===== src/pkg/indirect_data_address_unit_regs.svh =====
/*
 * Constants of the indirect data address unit: widths, the placement of
 * the pointer bytes and access ports in the core's 12-bit data space, and
 * the byte offsets of the software registers on the Avalon-MM slave.
 * Assumes it is included by its bare name before the package and module.
 */
`ifndef INDIRECT_DATA_ADDRESS_UNIT_REGS_SVH
`define INDIRECT_DATA_ADDRESS_UNIT_REGS_SVH

// Data space geometry
`define ADDR_W 12
`define DATA_W 8
`define NUM_PTRS 3

// Block of pointer registers and ports: address bits 11:5 equal this tag
`define REGION_TAG 7'h7f
// Address bits 4:3 pick the pointer, value 3 is not a pointer
`define NO_PTR_IDX 2'h3
// Address bits 2:0 pick the slot inside one pointer's group of eight
`define SLOT_LOW 3'h0
`define SLOT_HIGH 3'h1
`define SLOT_INDEXED 3'h3
`define SLOT_PREINC 3'h4
`define SLOT_POSTDEC 3'h5
`define SLOT_POSTINC 3'h6
`define SLOT_PLAIN 3'h7

// Avalon-MM byte offsets, pointer n sits at word n
`define OFS_STATUS 5'h0c
// Status register fields
`define STAT_ADDR_LSB 0
`define STAT_BUSY_BIT 12
`define STAT_HIT_BIT 13

`endif


===== src/pkg/indirect_data_address_unit_pkg.sv =====
/*
 * Types of the indirect data address unit: address classes, access modes,
 * phases and the packed state record of the top module.
 * Assumes the constants header sits beside this file on the include path.
 */
`include "indirect_data_address_unit_regs.svh"

package indirect_data_address_unit_pkg;

    typedef enum logic [1:0] {KIND_RAM, KIND_PTR_LOW, KIND_PTR_HIGH, KIND_PORT} addr_kind_t;

    typedef enum logic [2:0] {
        MODE_PLAIN,
        MODE_POSTDEC,
        MODE_POSTINC,
        MODE_PREINC,
        MODE_INDEXED
    } access_mode_t;

    typedef enum logic {PH_IDLE, PH_ACCESS} phase_t;

    typedef struct packed {
        addr_kind_t kind;
        access_mode_t mode;
        logic [1:0] idx;
    } addr_class_t;

    typedef struct packed {
        logic [`NUM_PTRS-1:0][`ADDR_W-1:0] ptr;
        phase_t phase;
        logic fromRam;
        logic [`ADDR_W-1:0] ramAddr;
        logic ramRead;
        logic ramWrite;
        logic [`DATA_W-1:0] ramWriteData;
        logic [`DATA_W-1:0] coreReadData;
        logic coreDone;
        logic zeroForced;
        logic statusHold;
        logic [`ADDR_W-1:0] lastAddr;
        logic virtualHit;
        logic busAck;
        logic [31:0] busReadData;
    } state_t;

endpackage : indirect_data_address_unit_pkg


===== src/indirect_data_address_unit.sv =====
/*
 * Indirect data address unit. Holds three 12-bit data pointers, resolves
 * every core access to an access port through them, drives the data RAM and lets
 * software see and load the pointers over an Avalon-MM slave.
 * Assumes an asynchronous data RAM read port whose data follows ramAddr
 * within the cycle, a core that raises coreReq only while coreReady is
 * high, and inputs synchronous to ref_clk.
 */
`timescale 1ns/1ps

module indirect_data_address_unit
    import indirect_data_address_unit_pkg::*;
(
    input wire logic ref_clk,
    input wire logic rst_b,
    // Avalon-MM slave
    input wire logic [4:0] avsAddress,
    input wire logic avsRead,
    input wire logic avsWrite,
    input wire logic [31:0] avsWriteData,
    input wire logic [3:0] avsByteEnable,
    output logic [31:0] avsReadData,
    output logic avsWaitRequest,
    // Core data access port
    input wire logic coreReq,
    input wire logic coreWrite,
    input wire logic [`ADDR_W-1:0] coreAddr,
    input wire logic [`DATA_W-1:0] coreWriteData,
    input wire logic [`DATA_W-1:0] workingAccumulator,
    output logic coreReady,
    output logic coreDone,
    output logic [`DATA_W-1:0] coreReadData,
    output logic coreZeroForced,
    output logic coreStatusHold,
    // Data RAM
    output logic [`ADDR_W-1:0] ramAddr,
    output logic ramRead,
    output logic ramWrite,
    output logic [`DATA_W-1:0] ramWriteData,
    input wire logic [`DATA_W-1:0] ramReadData
);

    state_t s;
    state_t next_s;

    // Sorts a data address into RAM, pointer byte or access port
    function automatic addr_class_t classify(input logic [`ADDR_W-1:0] a);
        addr_class_t c;
        c.kind = KIND_RAM;
        c.mode = MODE_PLAIN;
        c.idx = a[4:3];
        if (a[11:5] == `REGION_TAG && a[4:3] != `NO_PTR_IDX) begin
            case (a[2:0])
                `SLOT_LOW: begin
                    c.kind = KIND_PTR_LOW;
                end
                `SLOT_HIGH: begin
                    c.kind = KIND_PTR_HIGH;
                end
                `SLOT_PLAIN: begin
                    c.kind = KIND_PORT;
                    c.mode = MODE_PLAIN;
                end
                `SLOT_POSTDEC: begin
                    c.kind = KIND_PORT;
                    c.mode = MODE_POSTDEC;
                end
                `SLOT_POSTINC: begin
                    c.kind = KIND_PORT;
                    c.mode = MODE_POSTINC;
                end
                `SLOT_PREINC: begin
                    c.kind = KIND_PORT;
                    c.mode = MODE_PREINC;
                end
                `SLOT_INDEXED: begin
                    c.kind = KIND_PORT;
                    c.mode = MODE_INDEXED;
                end
                default: begin
                    c.kind = KIND_RAM; // Spare slot falls through to RAM
                end
            endcase
        end
        return c;
    endfunction : classify

    // Handshake outputs straight from state, data outputs from flops
    assign coreReady = (s.phase == PH_IDLE);
    assign coreDone = s.coreDone;
    assign coreReadData = s.coreReadData;
    assign coreZeroForced = s.zeroForced;
    assign coreStatusHold = s.statusHold;
    assign ramAddr = s.ramAddr;
    assign ramRead = s.ramRead;
    assign ramWrite = s.ramWrite;
    assign ramWriteData = s.ramWriteData;
    assign avsReadData = s.busReadData;
    // One wait cycle on every bus access keeps read data registered
    assign avsWaitRequest = (avsRead || avsWrite) && !s.busAck;

    // Next-state logic for the core path and the bus slave
    always_comb begin
        addr_class_t req;
        addr_class_t tgt;
        logic [`ADDR_W-1:0] ptrNow;
        logic [`ADDR_W-1:0] ptrNew;
        logic [`ADDR_W-1:0] eff;
        logic [`ADDR_W-1:0] offset;
        logic indirect;
        logic [`DATA_W-1:0] byteNow;
        logic [31:0] busRead;
        req = classify(coreAddr);
        tgt = req;
        ptrNow = '0;
        ptrNew = '0;
        eff = coreAddr; // Direct access goes where the core points
        offset = {{(`ADDR_W - `DATA_W){workingAccumulator[`DATA_W-1]}}, workingAccumulator};
        indirect = (req.kind == KIND_PORT); // Ports hold no data
        byteNow = '0;
        busRead = '0;
        next_s = s;
        next_s.coreDone = 1'b0;

        // Own pointer of the addressed port
        if (req.kind != KIND_RAM) begin
            ptrNow = s.ptr[req.idx];
        end
        ptrNew = ptrNow;

        // Address and pointer update by port slot; 12-bit arithmetic
        if (indirect) begin
            case (req.mode)
                MODE_PLAIN: begin
                    eff = ptrNow;
                end
                MODE_POSTDEC: begin
                    eff = ptrNow;
                    ptrNew = ptrNow - 12'h001;
                end
                MODE_POSTINC: begin
                    eff = ptrNow;
                    ptrNew = ptrNow + 12'h001;
                end
                MODE_PREINC: begin
                    ptrNew = ptrNow + 12'h001;
                    eff = ptrNew;
                end
                MODE_INDEXED: begin
                    eff = ptrNow + offset; // Pointer and accumulator kept
                end
                default: begin
                    eff = ptrNow;
                end
            endcase
        end
        tgt = classify(eff);

        // Pointer byte seen at the final address, high nibble reads zero
        if (tgt.kind == KIND_PTR_LOW) begin
            byteNow = s.ptr[tgt.idx][7:0];
        end else if (tgt.kind == KIND_PTR_HIGH) begin
            byteNow = {4'h0, s.ptr[tgt.idx][11:8]};
        end

        case (s.phase)
            PH_IDLE: begin
                if (coreReq) begin
                    next_s.phase = PH_ACCESS;
                    next_s.fromRam = 1'b0;
                    next_s.zeroForced = 1'b0;
                    next_s.statusHold = 1'b0;
                    next_s.virtualHit = 1'b0;
                    next_s.lastAddr = eff;
                    // Stepping raises no flag, only the pointer moves
                    if (indirect) begin
                        next_s.ptr[req.idx] = ptrNew;
                    end
                    if (indirect && tgt.kind == KIND_PORT) begin
                        // A port seen through a pointer is no storage
                        next_s.virtualHit = 1'b1;
                        if (coreWrite) begin
                            next_s.statusHold = 1'b1;
                        end else begin
                            next_s.coreReadData = '0;
                            next_s.zeroForced = 1'b1;
                        end
                    end else if (tgt.kind == KIND_PTR_LOW || tgt.kind == KIND_PTR_HIGH) begin
                        if (coreWrite) begin
                            // Data wins over stepping of the same pointer
                            if (indirect && tgt.idx == req.idx) begin
                                next_s.ptr[tgt.idx] = ptrNow;
                            end
                            if (tgt.kind == KIND_PTR_LOW) begin
                                next_s.ptr[tgt.idx][7:0] = coreWriteData;
                            end else begin
                                next_s.ptr[tgt.idx][11:8] = coreWriteData[3:0];
                            end
                        end else begin
                            next_s.coreReadData = byteNow;
                        end
                    end else begin
                        // Ordinary data location, through the RAM
                        next_s.fromRam = 1'b1;
                        next_s.ramAddr = eff;
                        next_s.ramRead = !coreWrite;
                        next_s.ramWrite = coreWrite;
                        next_s.ramWriteData = coreWriteData;
                    end
                end
            end
            PH_ACCESS: begin
                // RAM strobes last one cycle; read data caught at its end
                next_s.ramRead = 1'b0;
                next_s.ramWrite = 1'b0;
                if (s.fromRam && s.ramRead) begin
                    next_s.coreReadData = ramReadData;
                end
                next_s.coreDone = 1'b1;
                next_s.phase = PH_IDLE;
            end
            default: begin
                next_s.phase = PH_IDLE;
            end
        endcase

        // Bus read mux; unmapped words read as zero
        if (avsAddress[4:2] < 3'(`NUM_PTRS)) begin
            busRead[`ADDR_W-1:0] = s.ptr[avsAddress[3:2]];
        end else if (avsAddress == `OFS_STATUS) begin
            busRead[`STAT_ADDR_LSB +: `ADDR_W] = s.lastAddr;
            busRead[`STAT_BUSY_BIT] = (s.phase != PH_IDLE);
            busRead[`STAT_HIT_BIT] = s.virtualHit;
        end

        // Bus slave: data sampled in the wait cycle, write lands at ack
        next_s.busAck = (avsRead || avsWrite) && !s.busAck;
        if ((avsRead || avsWrite) && !s.busAck) begin
            next_s.busReadData = busRead;
        end
        // Software load comes last so it wins over the core path
        for (int i = 0; i < `NUM_PTRS; i++) begin
            if (avsWrite && s.busAck && avsAddress[4:2] == 3'(i)) begin
                if (avsByteEnable[0]) begin
                    next_s.ptr[i][7:0] = avsWriteData[7:0];
                end
                if (avsByteEnable[1]) begin
                    next_s.ptr[i][11:8] = avsWriteData[11:8];
                end
            end
        end
    end

    // State register; everything clears with reset
    always_ff @(posedge ref_clk or negedge rst_b) begin
        if (!rst_b) begin
            s <= '0;
        end else begin
            s <= next_s;
        end
    end

endmodule : indirect_data_address_unit


===== config.mk =====
export PLATFORM = sky130hd
export DESIGN_NAME = indirect_data_address_unit
export DESIGN_NICKNAME = d
export VERILOG_FILES = /design/src/pkg/indirect_data_address_unit_pkg.sv /design/src/indirect_data_address_unit.sv
export VERILOG_INCLUDE_DIRS = /design/src /design/src/pkg
export SDC_FILE = /design/constraint.sdc
export NUM_CORES = 1
export LEC_CHECK = 0
export ABC_AREA = 1
export BUFFER_PORTS_ARGS = -buffer_cell sky130_fd_sc_hd__buf_2
export CORE_MARGIN = 2
export CORE_UTILIZATION = 53
export DETAILED_ROUTE_END_ITERATION = 8
export PLACE_DENSITY = 0.78
export SLEW_MARGIN = 20
export SYNTH_ARGS = -nofsm -noshare
export SYNTH_HDL_FRONTEND = slang
export SYNTH_SLANG_ARGS = --single-unit

===== constraint.sdc =====
create_clock -name ref_clk -period 4.3 [get_ports ref_clk]
set_input_delay 0 -clock ref_clk [delete_from_list [all_inputs] [get_ports ref_clk]]
set_output_delay 0 -clock ref_clk [all_outputs]
set_load 0.1 [all_outputs]

After elaboration in Yosys (flattened, before gate mapping):

Cells that the tools add are included.

* reduce and logical (&&, ||, !) cells: 27
* add/subtract/negate cells: 3
* order comparisons: 6
* equal/unequal tests: 35
* bitwise operators: 3
* muxes and demuxes: 73

Operators by type and width (number)
* two-way mux 36 bit: 14
* two-way mux 12 bit: 13
* bitwise mux 36 bit: 4
* demux 12 bit (select 2 bit): 4
* two-way mux 8 bit: 10
* binary-select mux 12 bit (select 2 bit): 3
* two-way mux 68 bit: 1
* case mux 12 bit (2 select lines): 2
* two-way mux 23 bit: 2
* equality test 3 bit, second input constant: 9
* case mux 3 bit (4 select lines): 2
* two-way mux 4 bit: 4
* case mux 8 bit (2 select lines): 1
* equality test 3 x 2 -> 1 bit, second input constant: 5
* equality test 7 bit, second input constant: 2
* two-way mux 14 bit: 1
* adder 12 x 1 -> 12 bit, second input constant: 1
* adder 12 bit: 1
* equality test 3 x 1 -> 1 bit, second input constant: 4
* logical AND 1 bit: 12
* case mux 2 bit (3 select lines): 2
* subtractor 12 x 1 -> 12 bit, second input constant: 1
* two-way mux 5 bit: 2
* != test 2 bit, second input constant: 5
* 25 further kinds: 42

* output and inout port bits: 67
* input port bits: 83
* word-level logic and storage cells: 164
* flip-flop bits (word level): 99

Longest topological paths before layout:

* depth in word-level cells: 29
* mapped depth: 38
* depth with buffers taken out: 35

Worst setup path before layout:

No wires, ideal clock.

* path type: register to register
* from: register s[105] (netlist bit)
* to: register s[90] (netlist bit)
* path slack: -0.253 ns
* clock period less this slack: 4.553 ns
* cell stages (with the launch flop): 37
* required time: 4.223 ns
* arrival time: 4.476 ns
* buffers on the path: 2
* library setup time: 0.077 ns
* cells stage by stage: dfrtp_1 inv_1 o21ai_0 nand3_1 inv_1 nand2_1 inv_1 ha_1 inv_1 fa_1 nor2_1 nand2_1 nand2_1 nand2_1 nand3_1 nand2_2 nand2_4 nand2_8 buf_2 nand2_1 nand2_1 inv_1 nand3_1 nor2_1 nand4_1 nor2_1 ha_1 nor2_1 inv_1 nor2_1 inv_1 clkbuf_1 a31oi_1 nand2_1 nand2_1 nand2_1 a21oi_1

RTL lines
* from (decl): RTL line indirect_data_address_unit.sv:43 `state_t s;`
* from (signal assigned): RTL line indirect_data_address_unit.sv:259 `s <= next_s;`

==> qor.txt <==
H-tree Lvls -> 3
Reg2Reg Depth -> 29
largest area contributor in the netlist -> dfrtp_1
largest vdd supply drop -> 0.0003673 V
Post-synth EDFFs -> 0
sequential share of the synthesized area -> 0.2646
floorplan row count -> 48
hold crit path type -> input pin to flip-flop
CP startpoint kind -> flip-flop
Num CTS Buffers -> 9
I/O Buffers -> 109
top-area cell type share of the netlist area -> 0.2646
Nets -> 1889
main flop type after synthesis -> dfrtp_1
Post-synth ARST share -> 1.000
routed len/inst -> 20.20 um
root buf cell -> clkbuf_16
vias -> 11973
CTS sink count -> 99
GRT Util Overall -> 0.4200
clock skew -> 0.01416 ns
final setup violation count -> 24
Pins Over Slew Limit -> 0
Post-Synthesis Cells -> 1506
Final ANT Viol Nets -> 0
Total Wirelength -> 40800 um
layout cells sized above 1 -> 0.3042
met1 Usage GRT -> 0.5519
vias per std cell -> 5.927
CTS Buffer Depth -> 2
reg-to-reg critical path endpoint -> s[108]
flops & latches, synth -> 99
Required @ worst endpoint -> 4.59 ns
crit path max fanout -> 8
antenna violations before repair -> 1
RSZ-0062 raised after global routing -> true
first-pass GRT wire length -> 59260 um
Die Ht -> 136.9 um
violated checks -> negative hold slack, negative setup slack
grt ovf -> 0
Starting Density -> 0.5414
Synth warnings -> 0
R2R Setup Slk -> -0.08 ns
clock slew at reported path FFs -> 0.08 ns
P_leak -> 6.311 nW
hold slack final -> -0.02218 ns
Clk Latency, worst-skew pair -> 0.37 ns
RePlAce Congestion -> 1.030
Pwr Density -> 335.5 mW/mm2
Setup Crit Path Kind -> flip-flop to flip-flop
post-route setup TNS -> -0.6355 ns
CTS tree -> yes
WP data arrival -> 4.67 ns
number of global-route vias before repair -> 10789
total core area -> 0.01730 mm2
Hold Vio Cnt, Final -> 4
highest cell delay on the worst timing path -> 0.39 ns
pre-CTS setup slack -> -0.3380 ns
busiest layer in global routing -> met2
worst-margin pin slew -> 0.8920 ns
FF-to-FF Start -> s[106]
Tot Pwr -> 0.004236 W
die area -> 0.01875 mm2
IO Count -> 150
largest net degree at the start of global routing -> 66
Die W -> 136.9 um
fin crit period -> 4.379 ns
status -> complete, but fails checks
post-DP HPWL -> 30700 um
Setup crit end kind -> flip-flop
Final period util -> 1.018
Worst slew margin -> 0.4031
DRT iter0 DRCs -> 1421
area delta synth->final -> 34.85%
number of antenna diodes -> 0
crit path to -> s[108]
launch point of the worst path -> s[106]
Max-cap violations -> 0
CP max-delay cell -> dfrtp_1
library cells used by synthesis -> 55
met2 usage -> 0.6567
met3 usage -> 0.08074
synthesized area per cell -> 6.218 um2
Peak Freq -> 228.3 MHz
Mapped Area -> 0.009364 mm2
Residual DRC -> 0
Final WS setup -> -0.07943 ns
Hold Path Cell Cnt -> 4
drt first pass iters -> 5
top cells by area, synth -> dfrtp_1 (26%), nand2_1 (18%), inv_1 (6.1%), a21oi_1 (5.9%), o21ai_0 (5.5%)
layer usage:
metal	share of wire	wire [um]	vias to the layer above
met5	0.00032	13	-
li1	-	-	5490
met2	0.45	18280	778
met3	0.11	4334	158
met1	0.39	15850	5545
met4	0.057	2323	2
critical path, delay by kind of cell, from the launching register on:
family | cells | cell delay [ns]
DFF | 1 | 0.39
and+or+nand+nor | 17 | 2.11
adders and majority gates | 2 | 0.39
buffers and inverters | 5 | 0.60
AOI/OAI and AO/OA | 5 | 0.79
cells in the final DEF, fill, tap and decap left out, types with 5 or more instances in the layout:
cell type	Yosys	layout
nand3_2	1	13
o22ai_1	15	15
nand3b_1	6	6
nand3_1	94	82
inv_1	151	133
o21ai_1	20	21
nor4_1	6	5
clkbuf_16	0	11
nor3_1	16	13
nand2_1	449	418
nor2_1	130	109
dlygate4sd3_1	0	29
a31oi_1	21	20
nor3_2	2	5
nand4_1	26	26
nor2_4	8	17
buf_6	2	14
inv_2	20	37
buf_12	0	7
conb_1	1	18
o221ai_1	12	12
o21ai_2	0	10
buf_2	7	108
nand2_4	6	11
ha_1	15	9
dfrtp_1	99	99
a21oi_2	1	15
nor2_2	5	17
a21oi_1	111	95
nand2_2	7	32
o21ai_0	102	90
buf_4	64	206
o211ai_1	27	27
per-stage QoR:
stage | cell area, um2 | utilization | std cells
final | 12630 | 0.7300 | 2020
after global routing | 12630 | 0.7300 | 2020
after CTS | 11920 | 0.6890 | 1995
after detailed placement | 11110 | 0.6423 | 1939
after global placement | 11110 | 0.6423 | 1939
after floorplan | 9443 | - | 1523
logic make-up (layout without fill, tap and decap cells):
family | Yosys count | in the layout | share of synthesized area
AO/OA/AOI/OAI | 326 | 326 | 0.1998
flip-flops | 99 | 99 | 0.2646
multiplexers | 2 | 2 | 0.002138
other | 1 | 18 | 0.0004005
buffers and inverters | 288 | 560 | 0.1439
AND/OR/NAND/NOR | 769 | 769 | 0.3624
XOR/XNOR | 5 | 5 | 0.004677
adder cells (fa/ha/maj) | 16 | 16 | 0.02218
worst min-delay path by stage:
stage,to,slack [ns],start
after floorplan,avsReadData[0],-0.30,rst_b
after global placement,ramAddr[5],0.14,rst_b
after detailed placement,ramAddr[7],0.14,rst_b
after CTS,avsReadData[13],0.002,avsAddress[0]
after global routing,avsReadData[11],0.009,avsAddress[1]
final,avsReadData[13],-0.02,avsAddress[1]
sequential cells by signal, indices dropped and copies added, names as in the netlist:
signal and count:
coreZeroForced 1, ramWrite 1, ramAddr 12, ramWriteData 8, coreReadData 8, coreDone 1
coreStatusHold 1, avsReadData 14, ramRead 1, s 52
final cells by class:
cell class,count,area (um2)
multi-input cells,1136,6133
fillers,1528,4669
repair buffers,367,2740
flip-flops and latches,99,2477
inverters,177,673.1
well taps,225,281.5
clock buffers,10,239.0
clock inverters,6,82.58
cell usage after synthesis (15+ instances only):
cell / count
a21oi_1: 111
a31oi_1: 21
buf_4: 64
clkbuf_1: 38
dfrtp_1: 99
ha_1: 15
inv_1: 151
inv_2: 20
nand2_1: 449
nand3_1: 94
nand4_1: 26
nor2_1: 130
nor3_1: 16
o211ai_1: 27
o21ai_0: 102
o21ai_1: 20
o22ai_1: 15
where the power goes:
| group | internal, W | switching, W |
|---|---|---|
| registers | 0.00112 | 0.000148 |
| clock network | 0.000480 | 0.000415 |
| logic | 0.000570 | 0.00150 |
| total | 0.00217 | 0.00206 |
repair_timing:
action                                  CTS  global route
hold endpoints to repair                113             1
endpoints found under the setup margin   67            67
gates cloned                              1             3
hold buffers                             28             1
buffers inserted                         11            22
resized for setup                        35           136
pin swaps                                20            55
No activity file was read; power rests on OpenSTA's default activity.
